$ cat config.mk
export PLATFORM = sky130hd
export DESIGN_NAME = fte_core
export DESIGN_NICKNAME = d
export VERILOG_FILES = /design/src/core/fte_pkg.sv /design/src/core/fte_alu_if.sv /design/src/core/fte_alu.sv /design/src/core/fte_core.sv
export VERILOG_INCLUDE_DIRS = /design/src /design/src/core
export SDC_FILE = /design/constraint.sdc
export NUM_CORES = 2
export LEC_CHECK = 0
export ABC_AREA = 0
export BUFFER_PORTS_ARGS = -buffer_cell sky130_fd_sc_hd__clkbuf_2
export CAP_MARGIN = 5
export CORE_AREA = 4 4 240 242
export CTS_CLUSTER_SIZE = 24
export DETAILED_ROUTE_END_ITERATION = 6
export DIE_AREA = 0 0 244 246
export PLACE_DENSITY = 0.77
export SLEW_MARGIN = 20
export SYNTH_ARGS = -nofsm -noshare
export SYNTH_HDL_FRONTEND = slang
export SYNTH_HIERARCHICAL = 1
export SYNTH_SLANG_ARGS = --single-unit
$ cat constraint.sdc
create_clock -name hclk -period 4 [get_ports hclk]
set_clock_uncertainty 0.2 [all_clocks]
set_input_delay 0.4 -clock hclk [delete_from_list [all_inputs] [get_ports hclk]]
set_output_delay 0.4 -clock hclk [all_outputs]
set_load 0.02 [all_outputs]
$ cat src/core/fte_regs.svh
// Register offsets, field positions, flag positions and reset values
`ifndef FTE_REGS_SVH
`define FTE_REGS_SVH

// Byte offsets of the slave registers
`define FTE_OFF_CMD      8'h00
`define FTE_OFF_ADDR     8'h04
`define FTE_OFF_STATUS   8'h08
`define FTE_OFF_REGSEL   8'h0C
`define FTE_OFF_REGDATA  8'h10

// Command word fields
`define FTE_CMD_OP_MSB   3
`define FTE_CMD_OP_LSB   0
`define FTE_CMD_RD_MSB   8
`define FTE_CMD_RD_LSB   4
`define FTE_CMD_BIT_MSB  11
`define FTE_CMD_BIT_LSB  9
`define FTE_CMD_PTR_MSB  13
`define FTE_CMD_PTR_LSB  12
`define FTE_CMD_MODE_MSB 15
`define FTE_CMD_MODE_LSB 14
`define FTE_CMD_Q_MSB    21
`define FTE_CMD_Q_LSB    16

// Status word fields
`define FTE_STAT_BUSY    8

// Status register flag positions
`define FTE_FLAG_C       0
`define FTE_FLAG_Z       1
`define FTE_FLAG_N       2
`define FTE_FLAG_V       3
`define FTE_FLAG_S       4
`define FTE_FLAG_H       5
`define FTE_FLAG_T       6

// Pointer register pairs, low byte index
`define FTE_PTR_X_LO     5'h1A
`define FTE_PTR_Y_LO     5'h1C
`define FTE_PTR_Z_LO     5'h1E

// Reset values and steps
`define FTE_STATUS_REGISTER_RESET   8'h00
`define FTE_REG_RESET    8'h00
`define FTE_PTR_STEP     16'h0001

`endif

$ cat src/core/fte_pkg.sv
// Types shared by the flag and transfer execution block
package fte_pkg;

    typedef enum logic [3:0] {
        NO_OP                    = 4'h0,
        ARITH_SHIFT_RIGHT_OP     = 4'h1,
        BIT_TO_TRANSFER_FLAG_OP  = 4'h2,
        TRANSFER_FLAG_TO_BIT_OP  = 4'h3,
        SIGN_FLAG_SET_OP         = 4'h4,
        SIGN_FLAG_CLEAR_OP       = 4'h5,
        OVERFLOW_SET_OP          = 4'h6,
        OVERFLOW_CLEAR_OP        = 4'h7,
        HALF_CARRY_SET_OP        = 4'h8,
        HALF_CARRY_CLEAR_OP      = 4'h9,
        INDIRECT_LOAD_OP         = 4'hA,
        DISPLACEMENT_LOAD_OP     = 4'hB,
        DIRECT_LOAD_OP           = 4'hC,
        INDIRECT_STORE_OP        = 4'hD,
        DISPLACEMENT_STORE_OP    = 4'hE
    } fte_op_t;

    typedef enum logic [1:0] {
        MODE_PLAIN    = 2'h0,
        MODE_POST_INC = 2'h1,
        MODE_PRE_DEC  = 2'h2
    } fte_mode_t;

    typedef enum logic [2:0] {
        PH_IDLE = 3'b001,
        PH_EX1  = 3'b010,
        PH_EX2  = 3'b100
    } fte_state_t;

endpackage : fte_pkg

$ cat src/core/fte_alu_if.sv
// Operand and result bundle between the core and its flag unit
interface fte_alu_if;
    import fte_pkg::*;
    fte_op_t    op;
    logic [7:0] operand;
    logic [2:0] bit_sel;
    logic [7:0] status_register_in;
    logic [7:0] result;
    logic [7:0] status_register_out;

    modport alu  (input op, operand, bit_sel, status_register_in,
                  output result, status_register_out);
    modport core (output op, operand, bit_sel, status_register_in,
                  input result, status_register_out);
endinterface : fte_alu_if

$ cat src/core/fte_alu.sv
// Single-cycle shift and flag unit
`include "fte_regs.svh"
module fte_alu
    import fte_pkg::*;
(
    // Operands in, results out
    fte_alu_if.alu p
);

    // Result and status for the single-cycle operations
    always_comb begin
        p.result   = p.operand;
        p.status_register_out = p.status_register_in;
        unique case (p.op)
            ARITH_SHIFT_RIGHT_OP: begin
                p.result = {p.operand[7], p.operand[7:1]};
                p.status_register_out[`FTE_FLAG_C] = p.operand[0];
                p.status_register_out[`FTE_FLAG_N] = p.operand[7];
                p.status_register_out[`FTE_FLAG_V] = p.operand[7] ^ p.operand[0];
                p.status_register_out[`FTE_FLAG_Z] = ~|{p.operand[7], p.operand[7:1]};
            end
            BIT_TO_TRANSFER_FLAG_OP: begin
                p.status_register_out[`FTE_FLAG_T] = p.operand[p.bit_sel];
            end
            TRANSFER_FLAG_TO_BIT_OP: begin
                p.result[p.bit_sel] = p.status_register_in[`FTE_FLAG_T];
            end
            SIGN_FLAG_SET_OP:    p.status_register_out[`FTE_FLAG_S] = 1'b1;
            SIGN_FLAG_CLEAR_OP:  p.status_register_out[`FTE_FLAG_S] = 1'b0;
            OVERFLOW_SET_OP:     p.status_register_out[`FTE_FLAG_V] = 1'b1;
            OVERFLOW_CLEAR_OP:   p.status_register_out[`FTE_FLAG_V] = 1'b0;
            HALF_CARRY_SET_OP:   p.status_register_out[`FTE_FLAG_H] = 1'b1;
            HALF_CARRY_CLEAR_OP: p.status_register_out[`FTE_FLAG_H] = 1'b0;
            default: begin
            end
        endcase
    end

endmodule : fte_alu

$ cat src/core/fte_core.sv
// Flag and data transfer execution core with AHB-Lite control
// Behaviour
// - Shift right, keep bit 7, update Z,C,N,V
// - Copy selected register bit into T flag
// - Write T flag into selected register bit
// - Set or clear sign flag alone
// - Set or clear overflow flag alone
// - Set or clear half carry flag alone
// - Load at pointer, then increment pointer, two clocks
// - Decrement pointer, then load at it, two clocks
// - Load pointer plus displacement, Y/Z, pointer kept
// - Load from constant address, two clocks
// - Store at pointer, then increment pointer
// - Decrement pointer, then store at it
// - Store pointer plus displacement, pointer kept
//
// The register offsets and the AHB-Lite interface to the registers were left to the implementer.
`include "fte_regs.svh"
module fte_core
    import fte_pkg::*;
(
    // Clock and reset
    input  wire logic        hclk,
    input  wire logic        hresetn,
    // AHB-Lite slave
    input  wire logic        hsel,
    input  wire logic [7:0]  haddr,
    input  wire logic [1:0]  htrans,
    input  wire logic        hwrite,
    input  wire logic [2:0]  hsize,
    input  wire logic [31:0] hwdata,
    input  wire logic        hready,
    output logic             hreadyout,
    output logic             hresp,
    output logic [31:0]      hrdata,
    // Data memory port
    output logic [15:0]      dm_addr,
    output logic [7:0]       dm_wdata,
    output logic             dm_we,
    output logic             dm_re,
    input  wire logic [7:0]  dm_rdata
);

    fte_alu_if alu_bus ();
    fte_alu u_alu (
        .p (alu_bus)
    );

    // Bus state
    logic        wr_pend, next_wr_pend;
    logic [7:0]  wr_addr, next_wr_addr;
    logic [31:0] next_hrdata;

    // Core state
    fte_state_t  state, next_state;
    fte_op_t     cmd_op, next_cmd_op;
    fte_mode_t   cmd_mode, next_cmd_mode;
    logic [4:0]  cmd_rd, next_cmd_rd;
    logic [2:0]  cmd_bit, next_cmd_bit;
    logic [4:0]  cmd_ptr_lo, next_cmd_ptr_lo;
    logic [5:0]  cmd_q, next_cmd_q;
    logic [15:0] cmd_k, next_cmd_k;
    logic [4:0]  reg_sel, next_reg_sel;
    logic [7:0]  status_register, next_status_register;
    logic [7:0]  regs [32];
    logic [7:0]  next_regs [32];
    logic [15:0] next_dm_addr;
    logic [7:0]  next_dm_wdata;
    logic        next_dm_we, next_dm_re;

    // Decode helpers
    logic        addr_phase, cmd_write, wr_legal;
    logic [1:0]  wr_ptr_sel;
    fte_op_t     wr_op;
    logic        is_mem, is_load, is_disp;
    logic [7:0]  sel_val;
    logic [15:0] ptr_val, eff_addr;

    assign addr_phase = hsel & hready & htrans[1];
    assign cmd_write  = wr_pend & (wr_addr == `FTE_OFF_CMD);
    assign wr_ptr_sel = hwdata[`FTE_CMD_PTR_MSB:`FTE_CMD_PTR_LSB];
    assign wr_op      = fte_op_t'(hwdata[`FTE_CMD_OP_MSB:`FTE_CMD_OP_LSB]);
    assign sel_val    = regs[cmd_rd];
    assign ptr_val    = {regs[cmd_ptr_lo + 5'h01], regs[cmd_ptr_lo]};
    assign is_load    = cmd_op inside {INDIRECT_LOAD_OP, DISPLACEMENT_LOAD_OP,
                                       DIRECT_LOAD_OP};
    assign is_disp    = cmd_op inside {DISPLACEMENT_LOAD_OP,
                                       DISPLACEMENT_STORE_OP};
    assign is_mem     = is_load | (cmd_op inside {INDIRECT_STORE_OP,
                                                  DISPLACEMENT_STORE_OP});

    // Commands with no pointer, a bad pointer or a bad mode are refused
    always_comb begin
        wr_legal = 1'b1;
        if (wr_ptr_sel == 2'h3 &&
            wr_op inside {INDIRECT_LOAD_OP, DISPLACEMENT_LOAD_OP,
                          INDIRECT_STORE_OP, DISPLACEMENT_STORE_OP}) begin
            wr_legal = 1'b0;
        end
        if (wr_ptr_sel == 2'h0 && wr_op inside {DISPLACEMENT_LOAD_OP,
                                             DISPLACEMENT_STORE_OP}) begin
            wr_legal = 1'b0;
        end
        if (hwdata[`FTE_CMD_MODE_MSB:`FTE_CMD_MODE_LSB] == 2'h3) begin
            wr_legal = 1'b0;
        end
        if (wr_op == NO_OP || 4'(wr_op) == 4'hF) begin
            wr_legal = 1'b0;
        end
    end

    // Effective data memory address
    always_comb begin
        if (cmd_op == DIRECT_LOAD_OP) begin
            eff_addr = cmd_k;
        end else if (is_disp) begin
            eff_addr = ptr_val + {10'h000, cmd_q};
        end else if (cmd_mode == MODE_PRE_DEC) begin
            eff_addr = ptr_val - `FTE_PTR_STEP;
        end else begin
            eff_addr = ptr_val;
        end
    end

    // Flag unit operands
    assign alu_bus.op      = cmd_op;
    assign alu_bus.operand = sel_val;
    assign alu_bus.bit_sel = cmd_bit;
    assign alu_bus.status_register_in = status_register;

    // Bus next state and read mux
    always_comb begin
        next_wr_pend = addr_phase & hwrite;
        next_wr_addr = addr_phase ? haddr : wr_addr;
        next_hrdata  = hrdata;
        if (addr_phase && !hwrite) begin
            unique case (haddr)
                `FTE_OFF_CMD:     next_hrdata = {10'h000, cmd_q, cmd_mode,
                                    cmd_ptr_lo[2:1] - 2'h1, cmd_bit,
                                    cmd_rd, cmd_op};
                `FTE_OFF_ADDR:    next_hrdata = {16'h0000, cmd_k};
                `FTE_OFF_STATUS:  next_hrdata = {23'h000000,
                                    state != PH_IDLE, status_register};
                `FTE_OFF_REGSEL:  next_hrdata = {27'h0000000, reg_sel};
                `FTE_OFF_REGDATA: next_hrdata = {24'h000000, regs[reg_sel]};
                default:          next_hrdata = 32'h00000000;
            endcase
        end
    end

    // Bus registers; zero wait states, always OKAY
    always_ff @(posedge hclk or negedge hresetn) begin
        if (!hresetn) begin
            wr_pend   <= 1'b0;
            wr_addr   <= 8'h00;
            hrdata    <= 32'h00000000;
            hreadyout <= 1'b1;
            hresp     <= 1'b0;
        end else begin
            wr_pend   <= next_wr_pend;
            wr_addr   <= next_wr_addr;
            hrdata    <= next_hrdata;
            hreadyout <= 1'b1;
            hresp     <= 1'b0;
        end
    end

    // Core next state: command launch, execution, register access
    always_comb begin
        next_state           = state;
        next_cmd_op          = cmd_op;
        next_cmd_mode        = cmd_mode;
        next_cmd_rd          = cmd_rd;
        next_cmd_bit         = cmd_bit;
        next_cmd_ptr_lo      = cmd_ptr_lo;
        next_cmd_q           = cmd_q;
        next_cmd_k           = cmd_k;
        next_reg_sel         = reg_sel;
        next_status_register = status_register;
        next_regs            = regs;
        next_dm_addr         = dm_addr;
        next_dm_wdata        = dm_wdata;
        next_dm_we           = 1'b0;
        next_dm_re           = 1'b0;
        unique case (state)
            PH_IDLE: begin
                if (cmd_write && wr_legal) begin
                    next_state      = PH_EX1;
                    next_cmd_op     = wr_op;
                    next_cmd_mode   = fte_mode_t'(hwdata[`FTE_CMD_MODE_MSB:
                                                         `FTE_CMD_MODE_LSB]);
                    next_cmd_rd     = hwdata[`FTE_CMD_RD_MSB:`FTE_CMD_RD_LSB];
                    next_cmd_bit    = hwdata[`FTE_CMD_BIT_MSB:`FTE_CMD_BIT_LSB];
                    next_cmd_q      = hwdata[`FTE_CMD_Q_MSB:`FTE_CMD_Q_LSB];
                    unique case (wr_ptr_sel)
                        2'h0:    next_cmd_ptr_lo = `FTE_PTR_X_LO;
                        2'h1:    next_cmd_ptr_lo = `FTE_PTR_Y_LO;
                        default: next_cmd_ptr_lo = `FTE_PTR_Z_LO;
                    endcase
                end
                if (wr_pend) begin
                    unique case (wr_addr)
                        `FTE_OFF_ADDR:    next_cmd_k = hwdata[15:0];
                        `FTE_OFF_STATUS:  next_status_register = hwdata[7:0];
                        `FTE_OFF_REGSEL:  next_reg_sel = hwdata[4:0];
                        `FTE_OFF_REGDATA: next_regs[reg_sel] = hwdata[7:0];
                        default: ;
                    endcase
                end
            end
            PH_EX1: begin
                if (is_mem) begin
                    // Address out now, data taken or written next clock
                    next_state    = PH_EX2;
                    next_dm_addr  = eff_addr;
                    next_dm_wdata = sel_val;
                    next_dm_re    = is_load;
                    next_dm_we    = ~is_load;
                    if (!is_disp && cmd_op != DIRECT_LOAD_OP) begin
                        if (cmd_mode == MODE_POST_INC) begin
                            {next_regs[cmd_ptr_lo + 5'h01],
                             next_regs[cmd_ptr_lo]} =
                                ptr_val + `FTE_PTR_STEP;
                        end else if (cmd_mode == MODE_PRE_DEC) begin
                            {next_regs[cmd_ptr_lo + 5'h01],
                             next_regs[cmd_ptr_lo]} = eff_addr;
                        end
                    end
                end else begin
                    // Single-cycle shift and flag operations
                    next_state           = PH_IDLE;
                    next_regs[cmd_rd]    = alu_bus.result;
                    next_status_register = alu_bus.status_register_out;
                end
            end
            PH_EX2: begin
                next_state = PH_IDLE;
                if (is_load) begin
                    next_regs[cmd_rd] = dm_rdata;
                end
            end
        endcase
    end

    // Core registers
    always_ff @(posedge hclk or negedge hresetn) begin
        if (!hresetn) begin
            state           <= PH_IDLE;
            cmd_op          <= NO_OP;
            cmd_mode        <= MODE_PLAIN;
            cmd_rd          <= 5'h00;
            cmd_bit         <= 3'h0;
            cmd_ptr_lo      <= `FTE_PTR_X_LO;
            cmd_q           <= 6'h00;
            cmd_k           <= 16'h0000;
            reg_sel         <= 5'h00;
            status_register <= `FTE_STATUS_REGISTER_RESET;
            dm_addr         <= 16'h0000;
            dm_wdata        <= 8'h00;
            dm_we           <= 1'b0;
            dm_re           <= 1'b0;
            regs            <= '{default: `FTE_REG_RESET};
        end else begin
            state           <= next_state;
            cmd_op          <= next_cmd_op;
            cmd_mode        <= next_cmd_mode;
            cmd_rd          <= next_cmd_rd;
            cmd_bit         <= next_cmd_bit;
            cmd_ptr_lo      <= next_cmd_ptr_lo;
            cmd_q           <= next_cmd_q;
            cmd_k           <= next_cmd_k;
            reg_sel         <= next_reg_sel;
            status_register <= next_status_register;
            dm_addr         <= next_dm_addr;
            dm_wdata        <= next_dm_wdata;
            dm_we           <= next_dm_we;
            dm_re           <= next_dm_re;
            regs            <= next_regs;
        end
    end

    logic ex1;
    assign ex1 = (state == PH_EX1);
endmodule : fte_core

After elaboration in Yosys (flattened, before gate mapping)
Index checks and enable logic that the tools add are counted.
{ "word_totals": {"ff_bits": 380, "inputBits": 58, "output_inout_bits": 60, "elab_cells": 233} }
{ "op_classes": {"add_sub_neg": 5, "order_cmp": 10, "n_eq_ne": 50, "mux": 66, "bitwise_logic": 12, "n_reduce_logical": 36} }
{ "op_table": {"columns": ["op", "n"], "rows": [
  ["bitwise mux 256 bit", 7],
  ["two-way mux 256 bit", 7],
  ["case mux 256 bit (3 select lines)", 1],
  ["binary-select mux 8 bit (select 5 bit)", 4],
  ["demux 8 bit (select 5 bit)", 4],
  ["two-way mux 8 bit", 14],
  ["case mux 22 bit (5 select lines)", 1],
  ["== test 4 bit (second input constant)", 12],
  ["two-way mux 16 bit", 3],
  ["== test 8 x 4 -> 1 bit (second input constant)", 4],
  ["case mux 8 bit (2 select lines)", 2],
  ["AND reduction 5 bit", 6],
  [">= comparator 6 bit (second input constant)", 4],
  ["less-than comparator 6 x 1 -> 1 bit (second input constant)", 4],
  ["inverter 5 -> 6 bit", 4],
  ["adder 16 x 1 -> 16 bit (second input constant)", 1],
  ["adder 16 x 6 -> 16 bit", 1],
  ["== test 4 x 3 -> 1 bit (second input constant)", 4],
  ["== test 8 x 3 -> 1 bit (second input constant)", 2],
  ["== test 8 x 5 -> 1 bit (second input constant)", 2],
  ["zero test 8 bit", 2],
  ["subtractor 16 x 1 -> 16 bit (second input constant)", 1],
  ["two-way mux 1 bit", 11],
  ["logical AND 1 bit", 10],
  ["other kinds (42)", 68]
]} }

Depth between registers and ports, before layout
{ "depth": {"ltp_word": 16, "ltp_mapped": 14, "ltp_nobuf": 11} }

Modules after synthesis
The synthesis kept the hierarchy.
{ "modules_own_cells": {"columns": ["module", "instances", "cells_each", "area_each_um2", "seq_area_each_um2"], "rows": [
  ["fte_core", 1, 3067, 26494.2, 9186.3],
  ["fte_alu", 1, 76, 503.0, 0.0]
]} }

Worst setup path after synthesis
OpenSTA, ideal clock, no wires.
{ "synth_path": {"kind": "reg2reg", "startpoint": "register cmd_rd[0]", "endpoint": "register with a tool-made name", "setup_time_ps": 119, "t_arrival_ps": 3767, "t_required_ps": 3681, "setup_slack_ps": -85, "stages_incl_launch_ff": 15, "n_path_buf": 4, "period_less_slack_ps": 4085, "cell_sequence": "dfrtp_1 -> clkbuf_1 -> buf_1 -> buf_2 -> mux4_2 -> a22oi_1 -> nand4_1 -> o22ai_1 -> a21oi_1 -> buf_1 -> a22oi_1 -> nor2_1 -> a311oi_1 -> a2bb2oi_1 -> a21bo_1"} }
{ "synth_lines": {"columns": ["element", "line", "text"], "rows": [
  ["start, declared", "fte_core.sv:58", "logic [4:0] cmd_rd, next_cmd_rd;"],
  ["start signal, assigned", "fte_core.sv:267", "cmd_rd <= next_cmd_rd;"]
]} }

==> flow_metrics.tcl <==
set metrics [dict create \
    period_needed_ns 3.905 \
    critical_path_depth 13 \
    die_w_um 244 \
    synth_cells 3143 \
    ys_seq_area_frac 0.3403 \
    synth.avg_cell_area_um2 8.590 \
    worst_path_max_delay_cell "dfrtp_4" \
    cts.reportedPaths.clkPinSlew_ns 0.07 \
    core_mm2 0.05509 \
    drv_cap 0 \
    ys.flop_type "dfrtp_1" \
    postSynthRegisterBits 367 \
    crit_family "compound AO/OA/AOI/OAI gates" \
    clk_latency_ns 0.60 \
    io_pins 118 \
    max_freq_mhz 256.1 \
    area_growth_pct 12.31 \
    peakVddDrop_v 0.0004214 \
    status "finished with violations" \
    drc 21 \
    hold_ws_ns 0.02772 \
    critPathMaxFanout 8 \
    grt_antenna_before_repair 2 \
    synth_area_leader_cell "dfrtp_1" \
    min_to "alu_bus.status_register_in[0]$_DFFE_PN0P_" \
    num_rows 86 \
    portBuffers 91 \
    synthesis.area_mm2 0.02700 \
    end_kind "flip-flop" \
    hold_viol 0 \
    grt_overflow 0 \
    hold_class "primary input to flip-flop" \
    r2r_slack_ns 0.09 \
    final_cell_mix "nand2_1, dfrtp_1, o21ai_0, a21oi_1, mux4_2" \
    cp_cell_sequence "buf_12 > buf_4 > mux4_2 > a22oi_1 > nand4_1 > mux2i_1 > a21oi_2 > a22oi_1 > buf_4 > nor2_1 > a311oi_1 > o31ai_1 > a22o_1" \
    powerDensity_mw_per_mm2 584.8 \
    violations "DRC" \
    grt_first_pass_wirelength_mm 174.2 \
    gp_congestion 1.093 \
    start_util 0.4900 \
    slew_viol_final 0 \
    timing.final.crit_share 0.9763 \
    die-area_mm2 0.06002 \
    drt_wl_total_mm 117.6 \
    nets 3250 \
    ys_types 87 \
    cp-start-kind "flip-flop" \
    critical_path_buf_inv_count 3 \
    cts_root_buf "clkbuf_16" \
    ant_nets 0 \
    synth_area_leaders "dfrtp_1, mux4_2, nand2_1, o21ai_0, a21oi_1" \
    cp.required_ns 4.26 \
    cts.path.max_buffers 3 \
    drive_gt1_frac 0.1688 \
    setup_viol_count_final 0 \
    min_delay_path_depth 3 \
    critPathKind "flip-flop to flip-flop" \
    tightest_slew_ns 1.294 \
    die_y_um 246 \
    synthArstFlopShare 1.000 \
    grt_pass1_vias 27280 \
    drtIter0Drc 5637 \
    finalSetupTns_ns 0 \
    slew_headroom 0.1371 \
    cts_tree "yes" \
    rr_worst_depth 13 \
    synth_top_area_share 0.3383 \
    grt_max_degree 193 \
    leakage_nw 11.59 \
    wl_per_cell_um 29.69 \
    grt_use_total 0.3796 \
    yosys_warnings 6 \
    r2r-start "cmd_rd[0]$_DFFE_PN0P_" \
    layout_commonest_cell "nand2_1" \
    dp_hpwl_mm 76.78 \
    firstDrtPassIters 7 \
    via_count 28990 \
    synth_edf_count 0 \
    h-tree-depth 2 \
    cts_buffers 42 \
    via_per_inst 7.318 \
    worst_ep_arrival_time_ns 4.16 \
    slowest_delay_ns 0.52 \
    min_from "hwdata[0]" \
    cts_sinks 367 \
]
[Yosys cell counts (all sizes together), types with 7 or more instances]
cell type and instances:
o31ai 10, nor2b 8, nor3 31, a21oi 234, dfrtp 365, xnor2 23
o211ai 13, a22o 19, a221oi 124, inv 16, o21ai 445, mux2i 77
mux4 149, a311oi 10, a211oi 26, nor3b 12, or3 8, ha 12
nor4 8, buf 73, a22oi 123, nand4 27, or3b 9, nand2 666
xor2 7, and2 21, nand3 26, nand2b 37, nor2 131, clkbuf 217
a31oi 56, mux2 51, o22ai 22
[metrics by stage]
stage               cell area [um^2]  utilization  total power [W]  setup WS (ns)  instances
finish                         30320       0.5504          0.01773        0.09497       3962
global route                   30310       0.5502          0.01826      -0.001187       3959
CTS                            30220       0.5485          0.01707        0.06208       3951
detailed placement             28550       0.5183          0.01304         0.1027       3849
global placement               28540       0.5180          0.01288         0.1638       3848
floorplan                      27040            -          0.01012         0.1084       3153
[final cells by class]
type                            instances  area (um^2)
Fill cell                            4836        24770
Antenna cell                            4        10.01
Sequential cell                       367         9205
Multi-Input combinational cell       2480        16670
Inverter                               16        60.06
Tap cell                              748        935.9
Clock buffer                           60         1230
Clock inverter                         15        162.7
Timing Repair Buffer                  272         2044
[layer usage]
layer	vias to the layer above	GRT usage	wire (um)
met4	4	0.2520	10640
li1	11860	-	-
met1	13520	0.4717	39040
met5	-	0.01062	172
met3	739	0.1708	20930
met2	2876	0.5308	46830
[worst max path at each step]
stage,from,end,slack (ns)
3_5_place_dp,cmd_ptr_lo[1]$_DFFE_PN1P_,flip-flop,0.10
6_report,cmd_rd[0]$_DFFE_PN0P_,flip-flop,0.09
4_1_cts,cmd_ptr_lo[1]$_DFFE_PN1P_,flip-flop,0.06
5_1_grt,cmd_rd[0]$_DFFE_PN0P_,flip-flop,-0.001
2_1_floorplan,cmd_rd[1]$_DFFE_PN0P_,flip-flop,0.11
3_3_place_gp,cmd_ptr_lo[1]$_DFFE_PN1P_,flip-flop,0.16
[power by group]
group,switching [W],internal (W)
Combinational,0.00516,0.00276
Clock,0.00170,0.00233
Sequential,0.00123,0.00455
Total,0.00809,0.00964
[cells by family (layout without fill, tap and decap cells)]
logic type      count (synthesis)  count (layout)  synth area share
xor+xnor                       30              30          0.009733
mux                           277             277            0.1744
simple gates                 1020            1020            0.1645
fa+ha+maj                      14              14          0.006674
compound gates               1127            1127            0.2567
other cells                     2              16         0.0002782
buf+inv                       306             363           0.04750
flops                         367             367            0.3403
[worst min-delay path, stage by stage]
cell and delay, ns:
clkbuf_2 0.20, nand2_1 0.10, a31oi_1 0.07
[timing repair]
item                                   in CTS  in global routing
endpoints found under the hold margin     107                  0
setup buffers                               0                  6
gates resized for setup                     0                  4
setup endpoints to repair                   0                 22
hold buffers                               27                  0
Note: power is estimated with default switching activity, not from simulation.
